<file path="src/wdt_defines.vh">
/*
  Constants for the watchdog timer unit: register offsets, field positions,
  reset values, mode codes and time base figures.
  Assumes it is included by its bare name from the design files.
*/
`ifndef WDT_DEFINES_VH
`define WDT_DEFINES_VH

// Register map (byte offsets on the plain register port)
`define WDT_ADDR_W          4
`define WDT_CTRL_ADDR       4'h0
`define WDT_STAT_ADDR       4'h4

// Control register fields
`define WDT_EN_BIT          0
`define WDT_PS_LSB          1
`define WDT_PS_MSB          5
`define WDT_PS_RESET        5'h0B
`define WDT_PS_MAX          5'h12

// Status register fields
`define WDT_STAT_TO_BIT     0
`define WDT_STAT_PD_BIT     1
`define WDT_STAT_SLP_BIT    2
`define WDT_STAT_RUN_BIT    3

// Mode configuration codes
`define WDT_MODE_OFF        2'h0
`define WDT_MODE_SW         2'h1
`define WDT_MODE_NOSLP      2'h2
`define WDT_MODE_ON         2'h3

// Time base: prescaler of 32 low-frequency ticks is the 1 ms base period
`define WDT_BASE_RATIO      32
`define WDT_LF_KHZ          31
`define WDT_BASE_MS         1

`endif

</file>
<file path="src/watchdog_timer_unit.v">
/*
  Watchdog timer unit: control register, mode decode, clear logic,
  prescaled interval counter and time-out handling (reset or wake).
  Assumes the low-frequency oscillator arrives as a one-cycle tick enable
  synchronous to mclk_i, and that the core, sleep controller and reset
  logic are synchronous to mclk_i as well.

*/
// Local design decisions: the plain strobed port and the register addresses.
`timescale 1ns/1ps
`include "wdt_defines.vh"

module watchdog_timer_unit #(
  parameter CNT_W = 24                          // Width of full prescale chain
) (
  input  wire                   mclk_i,             // System clock, 250 MHz
  input  wire                   rst_i,              // Asynchronous reset, active high
  input  wire [`WDT_ADDR_W-1:0] addr_i,             // Register address
  input  wire [7:0]             wdata_i,            // Register write data
  input  wire                   wr_i,               // Write strobe
  input  wire                   rd_i,               // Read strobe
  output reg  [7:0]             rdata_o,            // Read data, cycle after read
  input  wire [1:0]             wdt_mode_cfg_i,     // Mode configuration field
  input  wire                   low_freq_int_osc_i, // Oscillator tick enable
  input  wire                   wdt_clear_instr_i,  // Clear-watchdog executed
  input  wire                   sleep_i,            // Device is in Sleep
  input  wire                   osc_fail_i,         // Oscillator failure seen
  input  wire                   crystal_clk_i,      // System clock is crystal type
  input  wire                   osc_startup_timer_i,// Start-up timer running
  input  wire [3:0]             int_osc_divider_sel_i, // Divider select, not used
  input  wire                   status_clr_i,       // Core sets both status flags
  output reg                    wdt_reset_o,        // Device reset request pulse
  output reg                    wake_o,             // Wake request pulse
  output reg                    timeout_flag_n_o,   // Low after a time-out
  output reg                    powerdown_flag_n_o  // Low after a sleep time-out
);

  reg  [4:0]       wdt_period_sel_q;     // Period select field
  reg              sw_wdt_enable_q;      // Software enable
  reg              sleep_q;              // Sleep seen last cycle
  reg              run_q;                // Watchdog active last cycle
  reg              timeout_q;            // Time-out hit, one cycle
  reg              run_d;                // Active now
  reg  [4:0]       ps_eff;               // Effective period code
  reg              clear;                // Any clear condition
  wire [CNT_W-1:0] count;                // Prescale chain count
  wire             hit;                  // Selected bit about to carry

  // Register writes; the divider select input never reaches the count
  always @(posedge mclk_i or posedge rst_i)
  begin
    if (rst_i)
    begin
      wdt_period_sel_q <= `WDT_PS_RESET;
      sw_wdt_enable_q  <= 1'b0;
    end
    else if (wr_i && addr_i == `WDT_CTRL_ADDR)
    begin
      wdt_period_sel_q <= wdata_i[`WDT_PS_MSB:`WDT_PS_LSB];
      sw_wdt_enable_q  <= wdata_i[`WDT_EN_BIT];
    end
  end

  // Mode decode against sleep state
  always @*
  begin
    case (wdt_mode_cfg_i)
      `WDT_MODE_ON:    run_d = 1'b1;
      `WDT_MODE_NOSLP: run_d = ~sleep_i;
      `WDT_MODE_SW:    run_d = sw_wdt_enable_q;
      default:         run_d = 1'b0;
    endcase
  end

  // Reserved codes fold back to the minimum interval
  always @*
  begin
    if (wdt_period_sel_q > `WDT_PS_MAX)
      ps_eff = 5'h00;
    else
      ps_eff = wdt_period_sel_q;
  end

  // Clear sources; sleep edges in both directions, start-up hold on crystal
  always @*
  begin
    clear = wdt_clear_instr_i | osc_fail_i | ~run_d
          | (sleep_i ^ sleep_q)
          | (~sleep_i & crystal_clk_i & osc_startup_timer_i)
          | timeout_q;
  end

  // One chain: the low 5 bits are the 1:32 prescaler, so a clear zeroes
  // prescaler and interval together
  wdt_tick_counter #(
    .WIDTH   (CNT_W)
  ) u_chain (
    .mclk_i  (mclk_i),
    .rst_i   (rst_i),
    .clr_i   (clear),
    .inc_i   (low_freq_int_osc_i),
    .count_o (count)
  );

  // Ratio 2^(code+5): time-out when the low code+5 bits are all ones
  // and one more tick arrives
  assign hit = low_freq_int_osc_i & ~clear &
               (&(count | ~((({{(CNT_W-1){1'b0}}, 1'b1}) << (ps_eff + 5'd5))
                            - {{(CNT_W-1){1'b0}}, 1'b1})));

  // Time-out outcome and status flags; the event beats a core update
  // A time-out in the same cycle as a core clear must win, otherwise
  // software could erase the only record of the event it must see
  always @(posedge mclk_i or posedge rst_i)
  begin
    if (rst_i)
    begin
      sleep_q            <= 1'b0;
      run_q              <= 1'b0;
      timeout_q          <= 1'b0;
      wdt_reset_o        <= 1'b0;
      wake_o             <= 1'b0;
      timeout_flag_n_o   <= 1'b1;
      powerdown_flag_n_o <= 1'b1;
    end
    else
    begin
      sleep_q     <= sleep_i;
      run_q       <= run_d;
      timeout_q   <= hit;
      wdt_reset_o <= hit & ~sleep_i;
      wake_o      <= hit & sleep_i;
      if (hit)
      begin
        timeout_flag_n_o   <= 1'b0;
        powerdown_flag_n_o <= ~sleep_i;
      end
      else if (status_clr_i)
      begin
        timeout_flag_n_o   <= 1'b1;
        powerdown_flag_n_o <= 1'b1;
      end
    end
  end

  // Read port; unmapped addresses read zero, bits 7-6 read zero
  always @(posedge mclk_i or posedge rst_i)
  begin
    if (rst_i)
      rdata_o <= 8'h00;
    else if (rd_i)
    begin
      case (addr_i)
        `WDT_CTRL_ADDR: rdata_o <= {2'b00, wdt_period_sel_q, sw_wdt_enable_q};
        `WDT_STAT_ADDR: rdata_o <= {4'h0, run_q, sleep_q,
                                    powerdown_flag_n_o, timeout_flag_n_o};
        default:        rdata_o <= 8'h00;
      endcase
    end
    else
      rdata_o <= 8'h00;
  end

endmodule // watchdog_timer_unit

</file>
<file path="src/wdt_tick_counter.v">
/*
  Resettable binary counter advanced by a one-cycle enable.
  Assumes one clock domain; clear has priority over counting.
*/
`timescale 1ns/1ps

module wdt_tick_counter #(
  parameter WIDTH = 24                  // Counter width
) (
  input  wire             mclk_i,       // System clock
  input  wire             rst_i,        // Asynchronous reset, active high
  input  wire             clr_i,        // Synchronous clear
  input  wire             inc_i,        // Count enable pulse
  output wire [WIDTH-1:0] count_o       // Current count
);

  reg [WIDTH-1:0] count_q;              // Count register

  // Clear wins over increment so a clear never leaves a stale count
  always @(posedge mclk_i or posedge rst_i)
  begin
    if (rst_i)
      count_q <= {WIDTH{1'b0}};
    else if (clr_i)
      count_q <= {WIDTH{1'b0}};
    else if (inc_i)
      count_q <= count_q + {{(WIDTH-1){1'b0}}, 1'b1};
  end

  assign count_o = count_q;

endmodule // wdt_tick_counter

</file>
<file path="config.mk">
export PLATFORM = sky130hd
export DESIGN_NAME = watchdog_timer_unit
export DESIGN_NICKNAME = d
export VERILOG_FILES = /design/src/watchdog_timer_unit.v /design/src/wdt_tick_counter.v
export VERILOG_INCLUDE_DIRS = /design/src
export SDC_FILE = /design/constraint.sdc
export NUM_CORES = 1
export LEC_CHECK = 0
export BUFFER_PORTS_ARGS = -buffer_cell sky130_fd_sc_hd__buf_2
export CORE_ASPECT_RATIO = 1.5
export CORE_MARGIN = 2
export CORE_UTILIZATION = 29
export CTS_CLUSTER_SIZE = 14
export DETAILED_ROUTE_END_ITERATION = 12
export HOLD_SLACK_MARGIN = 0.03
export PLACE_DENSITY_LB_ADDON = 0.3
export SETUP_SLACK_MARGIN = 0.02
export SYNTH_ARGS = -nofsm -noshare
export SYNTH_HDL_FRONTEND = slang
export SYNTH_HIERARCHICAL = 1
export SYNTH_SLANG_ARGS = --single-unit
export TNS_END_PERCENT = 20
</file>
<file path="constraint.sdc">
create_clock -name mclk_i -period 2.6 [get_ports mclk_i]
set_input_delay 0.13 -clock mclk_i [delete_from_list [all_inputs] [get_ports mclk_i]]
set_output_delay 0.13 -clock mclk_i [all_outputs]
set_load 0.005 [all_outputs]
</file>
==> flow_summary.ini, run 1 <==
[floorplan]
pin_count = 41
initial_core_util = 0.2993
fp.dieW_microns = 80.32
rows = 41
die_y_microns = 118.5
die_area_sq_um = 9516
coreArea_sq_um = 8464

[critical_path]
required_ns = 2.82
cp.depth = 6
slowest_delay_ns = 0.61
crit_arrival_ns = 2.41
worst_path_dominant_cell_family = compound AO/OA/AOI/OAI gates
path_cells = nor2b_1, o21ai_0, a2111oi_1, nor4b_2, nand4_2, mux2i_1
start_kind = flip-flop
r2r_cells = 6
crit_path_top_delay_cell = dfstp_2
crit_type = flip-flop to flip-flop
worst-path-buf-inv = 0
cp_max_fo = 7
critPathCaptureType = flip-flop

[sta]
drv_slew = 0
rsz0062_at_grt = false
hold_viol = 0
period_share = 0.8448
worstMarginPinSlew_ns = 0.9060
period_minus_slack_ns = 2.196
fin_skew_ns = 0.004614
fmax_mhz = 455.3
setup_tns_ns = 0
hold_slack_ns = 0.03643
slew_headroom = 0.3954
setup_violations = 0

[global_route]
antenna_found_initial = 0
grt_pass1_vias = 2107
grt_first_pass_wirelength_microns = 10140
grt_overflow_total = 0
grt_util_all_layers = 0.1357
grt_max_degree = 24

[synth]
syn_area_sq_um = 2534
yosysWarnings = 6
synth_cells = 275
synth.avg_cell_area_sq_um = 9.213

[finish]
fin_util = 0.3484
layout.cells.non_filler = 413
drive_above_1_share = 0.2124
final_cell_mix = dfrtp_1 (37), buf_2 (32), nor2_1 (25)
final_common_cell = dfrtp_1
num_antenna_cells = 0
final_nets = 336
area_delta_synth_final_pct = 16.40

[clocking]
cts_buffer_depth = 2
clkTransAtPathRegs_ns = 0.06
hold_buffers = 1
cts_made_buffers = 5
cts_tree = yes
post_cts_resized = 0
ctsHtreeMaxLevel = 2
clock_sinks = 42
clk_latency_ns = 0.29
cts_root_buffer = clkbuf_16
post-cts-setup-buffers = 0

[drt]
drt_pass1_iterations = 4
vias = 2248
wl_met2_microns = 3407
drtIter0Drc = 129
top_layer = met4
drc = 0
drt-total-wl_microns = 6273
vias_per_cell = 5.443
wl_met1_microns = 2456
wl_met3_microns = 241
wl_per_cell_microns = 15.19
ant_nets = 0

[outcome]
outcome = finished clean

[pwr]
p_leak_nw = 1.201
ir_worst_vdd_mv = 0.3494
powerDensity_nw_per_um2 = 585.9

[min_path]
min_path_cells = 1
hp-class = input pin to flip-flop

[placement]
finalWeightedCongestion = 0.7892
hpwl_microns = 4612
dp.cells = 404
port_buffers = 32

[flow_run]
cap_violations = 0
==> path summary, 6_finish.rpt <==
path                                                        end                            start  slack, ns
worst min register to register             rdata_o[3]$_DFF_PP0_                  run_q$_DFF_PP0_       0.51
min in group asynchronous                   timeout_q$_DFF_PP0_                            rst_i       0.51
worst max register to register   powerdown_flag_n_o$_DFFE_PP1P_  wdt_period_sel_q[3]$_DFFE_PP1P_       0.40
worst max-delay path             powerdown_flag_n_o$_DFFE_PP1P_  wdt_period_sel_q[3]$_DFFE_PP1P_       0.40
worst min-delay path                          sleep_q$_DFF_PP0_                          sleep_i       0.04
max in group asynchronous       u_chain/count_o[10]$_DFFE_PP0P_                            rst_i       1.44
==> metal layers <==
metal	global-route usage	vias to the layer above
met5	0	-
met4	0.05932	0
met3	0.02519	13
met2	0.2500	59
met1	0.1457	1109
li1	-	1067
==> per-stage QoR <==
step	setup WS (ns)	cell area, sq um	power [mW]
2_1_floorplan	0.6379	2541	1.010
3_5_place_dp	0.4235	2788	1.098
6_report	0.4036	2949	1.728
4_1_cts	0.4013	2949	1.738
3_3_place_gp	0.4594	2788	1.096
5_1_grt	0.2672	2949	1.822
==> final cells by class <==
type,instances,area [sq um]
fill,884,5515
sequential,42,1057
tap,107,133.9
clock buffer,6,138.9
inverter,14,52.55
clock inverter,2,12.51
multi-input combinational,203,1339
timing repair buffer,39,215.2
==> power breakdown <==
part	switching, mW	leakage, nW	internal (mW)
sequential	0.0499	0.560	0.688
clock	0.254	0.0729	0.380
combinational	0.193	0.569	0.164
==> flip-flops by register name, indices dropped and copies added (netlist names) <==
name and flops:
wake_o 1, wdt_period_sel_q 5, u_chain/count_o 23, sleep_q 1, sw_wdt_enable_q 1, wdt_reset_o 1
run_q 1, timeout_flag_n_o 1, powerdown_flag_n_o 1, rdata_o 6, timeout_q 1
Note: power is estimated with default switching activity, not from simulation.
==> run 2: changes to the inputs <==
clock period = 2.25 ns   (was 2.6 ns; I/O delays follow)
==> run 2 against run 1 <==
Effect of this change: combinational power up 34%; die area stayed put; count of clock-buffer cells in the layout is the same; clock skew is essentially flat; first-iteration DRC count is 5.4% higher; critical path depth is 2 higher; total power is 17% higher; sequential power grew 15%; sequential share of layout area fell by 1.2 points; global-route usage about the same; via count is 1.3% higher; non-clock buffer count grew 14.
==> flow_summary.ini, run 2 (synthesis results as in run 1) <==
[clocking]
clock_sinks = 42
cts_root_buffer = clkbuf_16
clkTransAtPathRegs_ns = 0.06
cts_tree = yes
cts_made_buffers = 5
cts_buffer_depth = 2
clk_latency_ns = 0.29
ctsHtreeMaxLevel = 2

[finish]
num_antenna_cells = 0
final_cell_mix = dfrtp_1 (37), buf_2 (32), nor2_1 (25)
largest_reg_flops = 23
final_common_cell = dfrtp_1
drive_above_1_share = 0.2438
layout.cells.non_filler = 427
fin_util = 0.3610
final_nets = 350
stdcell_area_sq_um = 3055
num-fill-cells = 882
area_delta_synth_final_pct = 20.59

[critical_path]
cp_max_fo = 7
required_ns = 2.46
crit_arrival_ns = 2.34
cpMostUsedCell = a211o_1
reg2reg_slack_ns = 0.16
crit_type = input pin to flip-flop
worst_path_dominant_cell_family = compound AO/OA/AOI/OAI gates
start_kind = input pin
path_cells = dlygate4sd3_1, buf_2, a211o_1, a211o_1, a21oi_1, nor4b_4, nand4_2, mux2i_1
slowest_delay_ns = 0.54
worst-path-buf-inv = 2
crit_path_top_delay_cell = dlygate4sd3_1
critPathCaptureType = flip-flop

[pwr]
p_leak_nw = 1.262
powerDensity_nw_per_um2 = 660.3
ir_worst_vdd_mv = 0.3881

[global_route]
grt_max_degree = 24
grt_overflow_total = 0
grt_first_pass_wirelength_microns = 10100
antenna_found_initial = 0
grt_pass1_vias = 2098
grt_util_all_layers = 0.1353

[drt]
drt-total-wl_microns = 6415
vias = 2277
drc = 0
wl_per_cell_microns = 15.02
drt_pass1_iterations = 4
vias_per_cell = 5.333
drtIter0Drc = 136
ant_nets = 0

[floorplan]
die_y_microns = 118.5
rows = 41
fp.dieW_microns = 80.32
initial_core_util = 0.2993
coreArea_sq_um = 8464
die_area_sq_um = 9516
pin_count = 41

[outcome]
outcome = finished clean

[sta]
period_minus_slack_ns = 2.124
rsz0062_at_grt = false
worstMarginPinSlew_ns = 0.8979
hold_viol = 0
slew_headroom = 0.4007
fin_skew_ns = 0.004359
period_share = 0.9440
drv_slew = 0
setup_tns_ns = 0
setup_violations = 0
fmax_mhz = 470.8

[placement]
port_buffers = 32
finalWeightedCongestion = 0.8127
hpwl_microns = 4606
place_area_sq_um = 2870
dp.cells = 415

[min_path]
hp-class = input pin to flip-flop

[flow_run]
cap_violations = 0
[run 2: worst paths after layout]
path                                                 startpoint                             end  cells past startpoint
worst max-delay path                                    sleep_i  powerdown_flag_n_o$_DFFE_PP1P_                      8
worst min-delay path                               status_clr_i    timeout_flag_n_o$_DFFE_PP1P_                      2
worst max register to register  wdt_period_sel_q[4]$_DFFE_PP0P_  powerdown_flag_n_o$_DFFE_PP1P_                      6
worst min register to register                  run_q$_DFF_PP0_            rdata_o[3]$_DFF_PP0_                      2
max in group asynchronous                                 rst_i  u_chain/count_o[7]$_DFFE_PP0P_                      3
min in group asynchronous                                 rst_i           wdt_reset_o$_DFF_PP0_                      3
[run 2: timing repair]
| action | CTS | global route |
|---|---|---|
| hold endpoints to repair | 15 | 0 |
| resized for setup | 0 | 3 |
| endpoints found under the setup margin | 0 | 1 |
| buffers inserted | 0 | 2 |
| hold buffers | 2 | 0 |
[run 2: power by group]
| group | leakage [nW] | internal [mW] | total (mW) | switching (mW) |
|---|---|---|---|---|
| logic | 0.632 | 0.228 | 0.480 | 0.252 |
| registers | 0.560 | 0.796 | 0.849 | 0.0531 |
| clock network | 0.0706 | 0.407 | 0.689 | 0.281 |
| total | 1.26 | 1.43 | 2.02 | 0.586 |
[run 2: layout make-up]
class | instances | area (sq um) | share of cell area
sequential | 42 | 1057 | 0.3460
inverter | 14 | 52.55 | 0.01720
multi-input combinational | 203 | 1353 | 0.4427
tap | 107 | 133.9 | 0.04382
clock inverter | 2 | 10.01 | 0.003276
clock buffer | 6 | 128.9 | 0.04218
timing repair buffer | 53 | 320.3 | 0.1048
[run 2: worst reg2reg max path: cells and delay by family (launching register included)]
kind	cells	cell delay (ns)
AOI/OAI and AO/OA	2	0.51
muxes	1	0.22
and+or+nand+nor	3	0.78
DFF	1	0.50
[run 2: per-layer routing]
metal,global-route usage,vias to the layer above,part of all wire
met4,0.06674,0,0.037
met3,0.02443,15,0.031
met2,0.2484,51,0.53
met1,0.1427,1117,0.40
li1,-,1094,-
met5,0,-,0
[run 2: stage by stage]
step	worst slack [ns]	total power [mW]	hold slack [ns]
floorplan	0.2879	1.167	0.05993
global placement	0.1152	1.300	0.2699
detailed placement	0.1212	1.301	0.2803
CTS	0.1043	2.007	0.04946
global route	0.02226	2.123	0.05267
finish	0.1260	2.018	0.05743
==> run 3: changes to the inputs <==
CORE_MARGIN = not set   (was 2)
==> run 3 against run 2 <==
Effect of this change: register-to-register slack got worse by 0.04 ns; combinational power decreased by 8.1%; first-iteration DRC count increased by 6.6%; highest routed layer unchanged; cell area increased by 0.66%; routed wire length about the same; count of clock-buffer cells in the layout increased by 1; sequential cell count unchanged; critical path type is now flip-flop to flip-flop; setup slack got worse by 0.0085 ns; fmax decreased by 0.40%; non-clock buffer count decreased by 3.
==> flow_summary.ini, run 3 (synthesis results as in run 1) <==
[outcome]
outcome = finished clean

[global_route]
grt_util_all_layers = 0.1509
grt_first_pass_wirelength_microns = 10430
grt_max_degree = 24
antenna_found_initial = 0
grt_pass1_vias = 2146
grt_overflow_total = 0

[placement]
hpwl_microns = 4680
port_buffers = 32
place_ws_ns = 0.05550
finalWeightedCongestion = 0.8235

[sta]
hold_viol = 0
fmax_mhz = 468.9
worstMarginPinSlew_ns = 0.9197
period_share = 0.9478
period_minus_slack_ns = 2.132
fin_skew_ns = 0.004303
slew_headroom = 0.3862
setup_tns_ns = 0
setup_violations = 0
drv_slew = 0
hold_slack_ns = 0.03856
setup_slack_ns = 0.1175
rsz0062_at_grt = true

[critical_path]
critPathCaptureType = flip-flop
required_ns = 2.47
path_cells = nor2b_4, a2111oi_2, a2111oi_2, nor4b_2, nand4_2, mux2i_1
slowest_delay_ns = 0.72
worst_path_dominant_cell_family = flip-flops
cp_max_fo = 16
start_kind = flip-flop
worst-path-buf-inv = 0
crit_type = flip-flop to flip-flop
crit_path_top_delay_cell = dfstp_4
cpMostUsedCell = a2111oi_2
crit_arrival_ns = 2.35

[finish]
drive_above_1_share = 0.2429
largest_reg_flops = 23
fin_util = 0.3633
final_nets = 347
final_cell_mix = dfrtp_1 (37), buf_2 (32), nor2_1 (25)
area_delta_synth_final_pct = 21.38
num_antenna_cells = 0
num-fill-cells = 841
final_common_cell = dfrtp_1

[clocking]
clock_sinks = 42
cts_root_buffer = clkbuf_16
clk_latency_ns = 0.29
cts_buffer_depth = 2
ctsHtreeMaxLevel = 2
cts_tree = yes
clkTransAtPathRegs_ns = 0.06
cts_made_buffers = 5

[pwr]
internal_power_mw = 1.562
p_sw_mw = 0.5912
sw_frac_of_total = 0.2746
powerDensity_nw_per_um2 = 700.1
ir_worst_vdd_mv = 0.3878
p_leak_nw = 1.269
clkPwrFrac = 0.396
p_seq_frac = 0.399
combPwrFrac = 0.205

[floorplan]
die_y_microns = 116.5
die_area_sq_um = 9122
coreArea_sq_um = 8464
rows = 41
pin_count = 41
fp.dieW_microns = 78.32
initial_core_util = 0.2993

[min_path]
hp-class = input pin to flip-flop

[drt]
drt-total-wl_microns = 6411
drtIter0Drc = 145
vias_per_cell = 5.193
vias = 2202
drc = 0
ant_nets = 0
drt_pass1_iterations = 4
wl_per_cell_microns = 15.12

[flow_run]
cap_violations = 0
## run 3: layer usage
layer / vias up / part of all wire / global-route usage
met5: - / 0 / 0
li1: 1088 / - / -
met1: 1046 / 0.39 / 0.1518
met3: 13 / 0.035 / 0.03047
met2: 55 / 0.55 / 0.2912
met4: 0 / 0.029 / 0.07654
## run 3: final cells by class
type                    count  area, sq um  share of cell area
clock inverters             1        30.03            0.009764
repair buffers             50        300.3             0.09764
inverters                  14        52.55             0.01709
well taps                 107        133.9             0.04353
multi-input cells         203         1355              0.4406
flip-flops and latches     42         1061              0.3450
clock buffers               7        142.6             0.04638
## run 3: power groups by stage
| stage | registers (mW) | logic, mW | clock network, mW |
|---|---|---|---|
| after floorplan | 0.833 | 0.334 | 0 |
| after global placement | 0.868 | 0.419 | 0 |
| after detailed placement | 0.869 | 0.424 | 0 |
| after CTS | 0.856 | 0.430 | 0.872 |
| after global routing | 0.868 | 0.486 | 0.901 |
| final | 0.859 | 0.441 | 0.853 |
## run 3: per-stage QoR
stage	instances	power [mW]	instance area, sq um
finish	424	2.153	3075
global route	424	2.255	3075
CTS	423	2.158	3048
detailed placement	413	1.292	2855
global placement	413	1.287	2855
floorplan	277	1.167	2541
## run 3: worst register-to-register path, cell delays in order (launching register included)
cell	delay, ns
dfstp_4	0.72
nor2b_4	0.08
a2111oi_2	0.39
a2111oi_2	0.11
nor4b_2	0.32
nand4_2	0.23
mux2i_1	0.23
## run 3: path summary, 6_finish.rpt
check                                           startpoint  slack (ns)                             end  cells past startpoint
setup / recovery           wdt_period_sel_q[3]$_DFFE_PP1P_        0.12  powerdown_flag_n_o$_DFFE_PP1P_                      6
hold / removal                                status_clr_i        0.04    timeout_flag_n_o$_DFFE_PP1P_                      2
setup reg to reg           wdt_period_sel_q[3]$_DFFE_PP1P_        0.12  powerdown_flag_n_o$_DFFE_PP1P_                      6
hold reg to reg                            run_q$_DFF_PP0_        0.51            rdata_o[3]$_DFF_PP0_                      2
max in group asynchronous                            rst_i        1.11  u_chain/count_o[5]$_DFFE_PP0P_                      3
min in group asynchronous                            rst_i        0.48           wdt_reset_o$_DFF_PP0_                      3
## run 3: repair_timing
action                     in CTS  in global routing
setup endpoints to repair       0                 15
gates resized for setup         0                  4
hold endpoints to repair       15                  0
hold buffers                    2                  0
buffers inserted                0                  1
